==> config.mk <==
export PLATFORM = sky130hd
export DESIGN_NAME = gpib_result_output_buffer
export DESIGN_NICKNAME = d
export VERILOG_FILES = /design/src/verilog/result_pkg.sv /design/src/verilog/char_fifo_if.sv /design/src/verilog/char_fifo.sv /design/src/verilog/gpib_result_output_buffer.sv
export VERILOG_INCLUDE_DIRS = /design/src /design/src/verilog
export SDC_FILE = /design/constraint.sdc
export NUM_CORES = 1
export LEC_CHECK = 0
export ABC_AREA = 1
export BUFFER_PORTS_ARGS = -buffer_cell sky130_fd_sc_hd__buf_2
export CORE_MARGIN = 3
export CORE_UTILIZATION = 65
export DETAILED_ROUTE_END_ITERATION = 10
export PLACE_DENSITY = 0.93
export SLEW_MARGIN = 10
export SYNTH_ARGS = -nofsm -noshare
export SYNTH_HDL_FRONTEND = slang
export SYNTH_HIERARCHICAL = 1
export SYNTH_SLANG_ARGS = --single-unit
==> constraint.sdc <==
create_clock -name i_clk -period 9.7 [get_ports i_clk]
set_input_delay 0.485 -clock i_clk [delete_from_list [all_inputs] [get_ports i_clk]]
set_output_delay 0.485 -clock i_clk [all_outputs]
set_load 0.02 [all_outputs]
==> src/verilog/gpib_result_output_buffer_consts.svh <==
// Constants for the instrument bus result output buffer.
// Assumes a 250 MHz core clock and a byte-wide bus handshake outside.
// Summary of operation
// - Talk-only and addressed bus modes both supported
// - Talk-only: front panel configures, bus reads
// - Each measurement end loads buffer, overwriting
// - Buffer empty once full message transferred
// - Update during transfer is postponed until done
// - Request on empty buffer waits for load
// - Resolution sets gate time and result rate
// - Hold mode: one cycle per reset key
// - Listener addressed: accept device commands
// - Talker addressed: return results over bus
// - Talker with empty buffer stalls handshake
// - Every value sent as 21 ASCII characters
// - Letters, sign, twelve mantissa places, exponent, CRLF
// - Exponent always a multiple of three
`ifndef GPIB_RESULT_OUTPUT_BUFFER_CONSTS_SVH
`define GPIB_RESULT_OUTPUT_BUFFER_CONSTS_SVH

// Clock and gate timing
`define CLK_MHZ 250
`define US_PER_MS 1000
`define GATE_R10_MS 20000
`define GATE_R9_MS 1000
`define GATE_R8_MS 100
`define GATE_R7_MS 10
`define GATE_LOW_MS 1
`define RES_10 4'hA
`define RES_9 4'h9
`define RES_8 4'h8
`define RES_7 4'h7

// Message layout
`define MSG_LAST 5'h14
`define MSG_SIGN 5'h02
`define MSG_MANT0 5'h03
`define MSG_MANT_LAST 5'h0E
`define MSG_EXP_E 5'h0F
`define MSG_EXP_SIGN 5'h10
`define MSG_EXP_TENS 5'h11
`define MSG_EXP_ONES 5'h12
`define MSG_CR_POS 5'h13
`define MANT_DIGITS 11
`define CHAR_CR 8'h0D
`define CHAR_LF 8'h0A
`define CHAR_PLUS 8'h2B
`define CHAR_MINUS 8'h2D
`define CHAR_POINT 8'h2E
`define CHAR_ZERO 8'h30
`define CHAR_E 8'h45

// Output FIFO
`define FIFO_DEPTH 4
`define FIFO_WIDTH 9

`endif

==> src/verilog/result_pkg.sv <==
// Types of the result output buffer; its character FIFO does not use them.
// Assumes the constants header is included by each user.
`default_nettype none
package result_pkg;

	// Sender states, one-hot
	typedef enum logic [2:0] {
		ST_IDLE = 3'h1,
		ST_SEND = 3'h2,
		ST_DRAIN = 3'h4
	} sender_state_e;

	// One formatted result, exponent already a multiple of three
	typedef struct packed {
		logic [15:0] func;
		logic neg;
		logic [43:0] mant;
		logic [3:0] point;
		logic signed [6:0] exp;
	} result_s;

endpackage : result_pkg
`default_nettype wire

==> src/verilog/char_fifo_if.sv <==
// Valid/ready carrier between the message sender and the character FIFO.
// Assumes both ends sit on the same clock.
`timescale 1ns/1ps
`default_nettype none
interface char_fifo_if #(parameter int WIDTH = 9);
	logic [WIDTH-1:0] in_data; // Character plus last-of-message flag
	logic in_valid;
	logic in_ready;
	logic [WIDTH-1:0] out_data;
	logic out_valid;
	logic out_ready;
	modport fifo (input in_data, input in_valid, input out_ready,
		output in_ready, output out_data, output out_valid);
	modport user (output in_data, output in_valid, output out_ready,
		input in_ready, input out_data, input out_valid);
endinterface : char_fifo_if
`default_nettype wire

==> src/verilog/char_fifo.sv <==
// Small synchronous FIFO with valid/ready on both sides.
// Assumes one clock; the drain side may stall to let it fill.
`timescale 1ns/1ps
`default_nettype none
`include "gpib_result_output_buffer_consts.svh"
module char_fifo #(
	parameter int WIDTH = `FIFO_WIDTH,
	parameter int DEPTH = `FIFO_DEPTH
) (
	input wire logic i_clk,
	input wire logic i_rst_n,
	char_fifo_if.fifo f
);
	localparam int AW = (DEPTH > 1) ? $clog2(DEPTH) : 1;

	logic [WIDTH-1:0] mem_reg [DEPTH]; // Storage words
	logic [WIDTH-1:0] mem_next [DEPTH];
	logic [AW-1:0] wr_reg, wr_next; // Write pointer
	logic [AW-1:0] rd_reg, rd_next; // Read pointer
	logic [AW:0] count_reg, count_next; // Words held
	logic push, pop;

	// Honest full and empty straight from the count
	assign f.in_ready = (count_reg != (AW+1)'(DEPTH));
	assign f.out_valid = (count_reg != '0);
	assign f.out_data = mem_reg[rd_reg];

	// Pointer step with wrap, depth need not be a power of two
	function automatic logic [AW-1:0] step(input logic [AW-1:0] p);
		return (p == AW'(DEPTH - 1)) ? '0 : AW'(p + 1'b1);
	endfunction : step

	// Next pointers, count and storage
	always_comb begin
		push = f.in_valid && f.in_ready;
		pop = f.out_valid && f.out_ready;
		mem_next = mem_reg;
		wr_next = wr_reg;
		rd_next = rd_reg;
		count_next = count_reg;
		if (push) begin
			mem_next[wr_reg] = f.in_data;
			wr_next = step(wr_reg);
		end
		if (pop) begin
			rd_next = step(rd_reg);
		end
		if (push && !pop) begin
			count_next = (AW+1)'(count_reg + 1'b1);
		end else if (pop && !push) begin
			count_next = (AW+1)'(count_reg - 1'b1);
		end
	end

	// Register only
	always_ff @(posedge i_clk or negedge i_rst_n) begin
		if (!i_rst_n) begin
			for (int i = 0; i < DEPTH; i++) begin
				mem_reg[i] <= '0;
			end
			wr_reg <= '0;
			rd_reg <= '0;
			count_reg <= '0;
		end else begin
			mem_reg <= mem_next;
			wr_reg <= wr_next;
			rd_reg <= rd_next;
			count_reg <= count_next;
		end
	end
endmodule : char_fifo
`default_nettype wire

==> src/verilog/gpib_result_output_buffer.sv <==
// Result output buffer of the counter's instrument bus port.
// Assumes bus addressing and byte handshake logic on the same clock;
// panel switch, reset key and listener trigger arrive as raw pins.
`timescale 1ns/1ps
`default_nettype none
`include "gpib_result_output_buffer_consts.svh"
module gpib_result_output_buffer #(
	parameter logic [32:0] GATE_R10_CYC =
		33'(64'(`GATE_R10_MS) * 64'(`US_PER_MS) * 64'(`CLK_MHZ)),
	parameter logic [32:0] GATE_R9_CYC =
		33'(64'(`GATE_R9_MS) * 64'(`US_PER_MS) * 64'(`CLK_MHZ)),
	parameter logic [32:0] GATE_R8_CYC =
		33'(64'(`GATE_R8_MS) * 64'(`US_PER_MS) * 64'(`CLK_MHZ)),
	parameter logic [32:0] GATE_R7_CYC =
		33'(64'(`GATE_R7_MS) * 64'(`US_PER_MS) * 64'(`CLK_MHZ)),
	parameter logic [32:0] GATE_LOW_CYC =
		33'(64'(`GATE_LOW_MS) * 64'(`US_PER_MS) * 64'(`CLK_MHZ))
) (
	input wire logic i_clk,
	input wire logic i_rst_n,
	input wire logic i_talk_only_pin,
	input wire logic i_reset_key_pin,
	input wire logic i_xfer_req_pin,
	input wire logic i_talk_addr,
	input wire logic i_listen_addr,
	input wire logic i_hold_mode,
	input wire logic [3:0] i_resolution,
	input wire logic [15:0] i_func,
	input wire logic i_neg,
	input wire logic [43:0] i_mant,
	input wire logic [3:0] i_point,
	input wire logic signed [6:0] i_exp,
	output logic [7:0] o_data,
	output logic o_valid,
	output logic o_last,
	input wire logic i_data_ready,
	output logic o_buf_full,
	output logic o_xfer_busy,
	output logic o_meas_end,
	output logic o_cmd_listen,
	output logic o_panel_only
);
	import result_pkg::*;

	// Pin synchronisers: talk-only switch, reset key, listener trigger
	logic [2:0] meta_reg, meta_next; // First stage, read only by sync
	logic [2:0] sync_reg, sync_next;
	logic key_prev_reg, key_prev_next;
	logic talk_only_s, key_s, req_s, key_edge;

	assign talk_only_s = sync_reg[0];
	assign key_s = sync_reg[1];
	assign req_s = sync_reg[2];
	assign key_edge = key_s && !key_prev_reg;

	// Next values of the synchroniser chain
	always_comb begin
		meta_next = {i_xfer_req_pin, i_reset_key_pin, i_talk_only_pin};
		sync_next = meta_reg;
		key_prev_next = key_s;
	end

	// Register only
	always_ff @(posedge i_clk or negedge i_rst_n) begin
		if (!i_rst_n) begin
			meta_reg <= 3'h0;
			sync_reg <= 3'h0;
			key_prev_reg <= 1'b0;
		end else begin
			meta_reg <= meta_next;
			sync_reg <= sync_next;
			key_prev_reg <= key_prev_next;
		end
	end

	// Gate length per resolution; low resolutions share the short gate
	function automatic logic [32:0] gate_cycles(input logic [3:0] res);
		case (res)
			`RES_10: return GATE_R10_CYC;
			`RES_9: return GATE_R9_CYC;
			`RES_8: return GATE_R8_CYC;
			`RES_7: return GATE_R7_CYC;
			default: return GATE_LOW_CYC;
		endcase
	endfunction : gate_cycles

	// Measurement cycle timer
	logic [32:0] cnt_reg, cnt_next; // Cycles into the gate
	logic run_reg, run_next; // Gate running
	logic [32:0] limit;
	logic meas_end;

	assign limit = gate_cycles(i_resolution);
	// A resolution cut mid-gate ends the cycle at once instead of wrapping
	assign meas_end = run_reg && (cnt_reg >= 33'(limit - 1'b1));

	// Continuous mode reruns at once; hold waits for the key
	always_comb begin
		cnt_next = cnt_reg;
		run_next = run_reg;
		if (!run_reg) begin
			cnt_next = '0;
			run_next = !i_hold_mode || key_edge;
		end else if (meas_end) begin
			cnt_next = '0;
			run_next = !i_hold_mode;
		end else begin
			cnt_next = 33'(cnt_reg + 1'b1);
		end
	end

	// Register only
	always_ff @(posedge i_clk or negedge i_rst_n) begin
		if (!i_rst_n) begin
			cnt_reg <= '0;
			run_reg <= 1'b0;
		end else begin
			cnt_reg <= cnt_next;
			run_reg <= run_next;
		end
	end

	// Non-negative remainder of a signed exponent by three
	function automatic logic [1:0] mod3(input logic signed [6:0] e);
		int r;
		r = int'(e) % 3;
		if (r < 0) begin
			r = r + 3;
		end
		return 2'(r);
	endfunction : mod3

	// Shift the point right so the exponent drops to a multiple of three
	function automatic result_s format_result(input logic [15:0] fn,
		input logic ng, input logic [43:0] mt, input logic [3:0] pt,
		input logic signed [6:0] ex);
		result_s r;
		logic [1:0] m;
		m = mod3(ex);
		r.func = fn;
		r.neg = ng;
		r.mant = mt;
		r.point = 4'(pt + m);
		r.exp = 7'(ex - $signed({5'h00, m}));
		return r;
	endfunction : format_result

	// One message character from the buffered result
	function automatic logic [7:0] msg_char(input logic [4:0] idx,
		input result_s r);
		int p, k, a;
		p = int'(idx) - int'(`MSG_MANT0);
		a = (r.exp < 0) ? -int'(r.exp) : int'(r.exp);
		k = (p < int'(r.point)) ? p : p - 1;
		if (idx < `MSG_SIGN) begin
			return (idx == 5'h00) ? r.func[15:8] : r.func[7:0];
		end else if (idx == `MSG_SIGN) begin
			return r.neg ? `CHAR_MINUS : `CHAR_PLUS;
		end else if (idx <= `MSG_MANT_LAST) begin
			if (p == int'(r.point)) begin
				return `CHAR_POINT;
			end
			return `CHAR_ZERO |
				{4'h0, r.mant[4*(`MANT_DIGITS-1-k) +: 4]};
		end else if (idx == `MSG_EXP_E) begin
			return `CHAR_E;
		end else if (idx == `MSG_EXP_SIGN) begin
			return (r.exp < 0) ? `CHAR_MINUS : `CHAR_PLUS;
		end else if (idx == `MSG_EXP_TENS) begin
			return 8'(int'(`CHAR_ZERO) + a / 10);
		end else if (idx == `MSG_EXP_ONES) begin
			return 8'(int'(`CHAR_ZERO) + a % 10);
		end else if (idx == `MSG_CR_POS) begin
			return `CHAR_CR;
		end
		return `CHAR_LF;
	endfunction : msg_char

	// Output FIFO between sender and bus handshake
	char_fifo_if #(.WIDTH(`FIFO_WIDTH)) cf ();
	char_fifo #(.WIDTH(`FIFO_WIDTH), .DEPTH(`FIFO_DEPTH)) u_fifo (
		.i_clk(i_clk),
		.i_rst_n(i_rst_n),
		.f(cf.fifo)
	);

	// Buffer and sender state
	sender_state_e state_reg, state_next;
	logic [4:0] idx_reg, idx_next; // Next character to queue
	logic full_reg, full_next; // Single-entry buffer holds a result
	result_s buf_reg, buf_next; // Result being offered
	logic pend_reg, pend_next; // Postponed update waiting
	result_s pend_buf_reg, pend_buf_next;
	logic talk_en, last_pop, done, busy;
	result_s fresh;

	// Talk-only needs no controller; addressed needs the talk address
	assign talk_en = talk_only_s || i_talk_addr;
	assign last_pop = cf.out_valid && cf.out_ready && cf.out_data[8];
	assign busy = (state_reg != ST_IDLE);
	assign done = (state_reg == ST_DRAIN) && last_pop;
	assign fresh = format_result(i_func, i_neg, i_mant, i_point, i_exp);
	assign cf.in_valid = (state_reg == ST_SEND);
	assign cf.in_data = {(idx_reg == `MSG_LAST), msg_char(idx_reg, buf_reg)};
	assign cf.out_ready = i_data_ready;

	// Sender walk and buffer update arbitration
	always_comb begin
		state_next = state_reg;
		idx_next = idx_reg;
		full_next = full_reg;
		buf_next = buf_reg;
		pend_next = pend_reg;
		pend_buf_next = pend_buf_reg;
		case (state_reg)
			ST_IDLE: begin
				// Only the listener's trigger starts; empty buffer waits
				if (full_reg && talk_en && req_s) begin
					state_next = ST_SEND;
					idx_next = 5'h00;
				end
			end
			ST_SEND: begin
				if (cf.in_ready) begin
					if (idx_reg == `MSG_LAST) begin
						state_next = ST_DRAIN;
					end else begin
						idx_next = 5'(idx_reg + 1'b1);
					end
				end
			end
			ST_DRAIN: begin
				// Empty only once the line feed has left the port
				if (last_pop) begin
					state_next = ST_IDLE;
					full_next = 1'b0;
				end
			end
			default: begin
				state_next = ST_IDLE;
			end
		endcase
		// A new result beats the clear in the same cycle
		if (meas_end) begin
			if (busy && !done) begin
				pend_next = 1'b1;
				pend_buf_next = fresh;
			end else begin
				buf_next = fresh;
				full_next = 1'b1;
				pend_next = 1'b0;
			end
		end else if (done && pend_reg) begin
			buf_next = pend_buf_reg;
			full_next = 1'b1;
			pend_next = 1'b0;
		end
	end

	// Register only
	always_ff @(posedge i_clk or negedge i_rst_n) begin
		if (!i_rst_n) begin
			state_reg <= ST_IDLE;
			idx_reg <= 5'h00;
			full_reg <= 1'b0;
			buf_reg <= '0;
			pend_reg <= 1'b0;
			pend_buf_reg <= '0;
		end else begin
			state_reg <= state_next;
			idx_reg <= idx_next;
			full_reg <= full_next;
			buf_reg <= buf_next;
			pend_reg <= pend_next;
			pend_buf_reg <= pend_buf_next;
		end
	end

	// Outputs
	assign o_data = cf.out_data[7:0];
	assign o_last = cf.out_data[8];
	assign o_valid = cf.out_valid;
	assign o_buf_full = full_reg;
	assign o_xfer_busy = busy;
	assign o_meas_end = meas_end;
	// Commands only when addressed to listen, never in talk-only
	assign o_cmd_listen = i_listen_addr && !talk_only_s;
	assign o_panel_only = talk_only_s;
endmodule : gpib_result_output_buffer
`default_nettype wire

==> reports/results.ini <==
[outcome]
status = complete, but fails checks
failed_checks = hold timing

[synthesis]
synth-xor-area-share = 0.0247
synth-simple-area-share = 0.254
synth_top_cell_by_area = dfrtp_1
synthDistinctLibCells = 56
synthArstFlopShare = 1.00
synth_compound_area_frac = 0.147
synth.area.mux_share = 0.000707
synthCells = 1875
synth_edf_count = 0
synth_top_family_by_area = simple AND/OR/NAND/NOR gates
avgSynthCellArea_um2 = 7.55
syn_area_mm2 = 0.0142
synth-seq-cells = 238
synth.yosys.warnings = 6
synthTopCellsByArea = dfrtp_1 (42%), nand2_1 (13%), o21ai_0 (8.2%)
synth-adder-area-share = 0.0573
ys.flop_type = dfrtp_1
seq_area_frac_synth = 0.421
synthDominantCellAreaShare = 0.419

[flow_run]
cap_violations = 0

[floorplan]
fp.dieW_um = 154
ios = 100
die_area_mm2 = 0.0236
die_h_um = 154
core.rowCount = 53
core_area_mm2 = 0.0212
initial_utilization = 0.667

[detailed_routing]
antenna_left = 0
drt-wirelength-per-cell_um = 14.2
viasPerCell = 5.64
wl_um = 31600
drc = 0
first_pass_iters = 6
drt_iter0_drc = 946
vias = 12600

[clock_tree]
cts_made_buffers = 25
cts-root-buf = clkbuf_16
cts.sinks = 238
cts_tree = done
ctsHoldBuffers = 0
htree_levels = 1
ctsResizeCount = 0
clock_path_buffers = 3
clock_latency_ns = 0.53
postCtsSetupBuffers = 0
clkTransAtPathRegs_ns = 0.06

[sta]
maxSlewViolCount = 0
finalCriticalPeriod_ns = 5.14
rsz0062_at_grt = no
setup_viol = 0
fin_setup_tns_ns = 0
fin_skew_ns = 0.0110
setup_ws_ns = 4.56
timing.hold.ws_ns = -0.0220
fmax_mhz = 195
period_share = 0.529
slew-limit-headroom = 0.246
timing_hold_violations_final = 10
worst_pin_slew_ns = 1.13

[power_and_ir_drop]
power_density_mw_per_mm2 = 298
power_mw = 4.62
power_leakage_nw = 7.80
irDropWorstVdd_uv = 198

[critical_path]
endpoint = buf_reg[4]
endpoint_kind = register
rr_startpoint = idx_reg[0]
r2r_cells = 21
cp-start-kind = input pin
rr_endpoint = u_fifo/mem_reg[20]
worst_ep_arrival_time_ns = 5.57
worstPathRequired_ns = 10.13
crit_top_cell = inv_1
worstSetupStartpoint = i_exp[0]
critPathMaxFanout = 6
critPathMaxStageDelay_ns = 0.42
reg2reg_slack_ns = 4.58
worstSetupPathType = input pin to register
critPathSlowestCell = fa_1

[final_layout]
final_common_cell = nand2_1
final_nets = 2082
fin_area_mm2 = 0.0155
finalNonFillerCells = 2227
area_delta_synth_final_pct = 9.33
finalCoreUtilization = 0.729
final_cell_mix = nand2_1 (473), inv_1 (241), dfrtp_1 (237)
diodes = 0
drive_gt1_frac = 0.109

[placed_design]
hpwlAfterDp_um = 22000
globalplace.congestion = 0.931
dpl_cell_area_mm2 = 0.0147
place_ws_ns = 4.10
place_inst = 2182
portBuffers = 99

[global_route]
grt_max_degree = 99
antenna_found_initial = 0
grtUsageTotal = 0.263
grt_pass1_wl_um = 54100
first_global_vias = 12100
gr-total-overflow = 0

[hold_path]
hp-class = input pin to async pin

==> area by class of cell <==
cell class,instances,area [µm²]
Clock buffer,39,728
Clock inverter,6,38.8
Fill cell,1531,5750
Inverter,256,962
Multi-Input combinational cell,1306,6880
Sequential cell,238,5960
Tap cell,275,344
Timing Repair Buffer,107,566
==> synthesized netlist by cell type, types with 3 or more instances <==
cell      count
nand2_1     474
inv_1       243
dfrtp_1     237
o21ai_0     231
nor2_1      138
a21oi_1      86
ha_1         60
nand3_1      53
nand4_1      52
clkbuf_1     39
nor3_1       33
buf_2        29
xor2_1       26
o211ai_1     22
nand2_2      16
inv_2        12
xnor2_1      12
o21ai_1      10
o21a_1        7
o22ai_1       7
buf_4         6
nand3_2       6
nand2_4       5
nor2_2        5
nor3b_1       5
nor4_1        5
o221ai_1      5
buf_6         4
nand3_4       4
or2_2         4
a31oi_1       3
fa_1          3
nor2_4        3
o21bai_1      3
==> power by group <==
group          total, mW  switching (mW)  internal (mW)  leakage [nW]
clock              0.901           0.386          0.515         0.371
sequential          1.66           0.257           1.40          2.93
combinational       2.06            1.35          0.716          4.50
total               4.62            1.99           2.63          7.80
==> layer usage <==
layer | global-route usage | share of wire | up-vias | routed length (µm)
met5 | 0 | 0 | - | 0
met4 | 0.0858 | 0.030 | 0 | 935
met3 | 0.0298 | 0.050 | 83 | 1590
met2 | 0.450 | 0.49 | 392 | 15600
met1 | 0.353 | 0.43 | 5901 | 13500
li1 | - | - | 6190 | -
==> worst min-delay path by stage <==
stage	startpoint	to	slack (ns)	cells past startpoint
2_1_floorplan	i_rst_n	buf_reg[0]	0.19	0
3_3_place_gp	meta_reg[1]	sync_reg[1]	0.33	0
3_5_place_dp	meta_reg[1]	sync_reg[1]	0.34	0
4_1_cts	i_rst_n	cnt_reg[15]	0.007	1
5_1_grt	i_rst_n	cnt_reg[15]	0.05	1
6_report	i_rst_n	cnt_reg[15]	-0.02	1
==> cell families (layout without fill, tap and decap cells) <==
group | count (synthesis) | count (layout)
AOI/OAI and AO/OA | 385 | 385
xor gates and xnor gates | 39 | 39
adders and majority gates | 63 | 63
buffers and inverters | 335 | 408
DFF | 238 | 238
muxes | 1 | 1
other | 1 | 5
and+or+nand+nor | 813 | 813
==> critical path: cells and delay by family <==
family	cells	cell delay [ns]
simple gates	18	1.90
xor+xnor	2	0.53
compound gates	3	0.49
buf+inv	9	0.92
fa+ha+maj	5	1.23
Power figures use the tool's default switching activity.
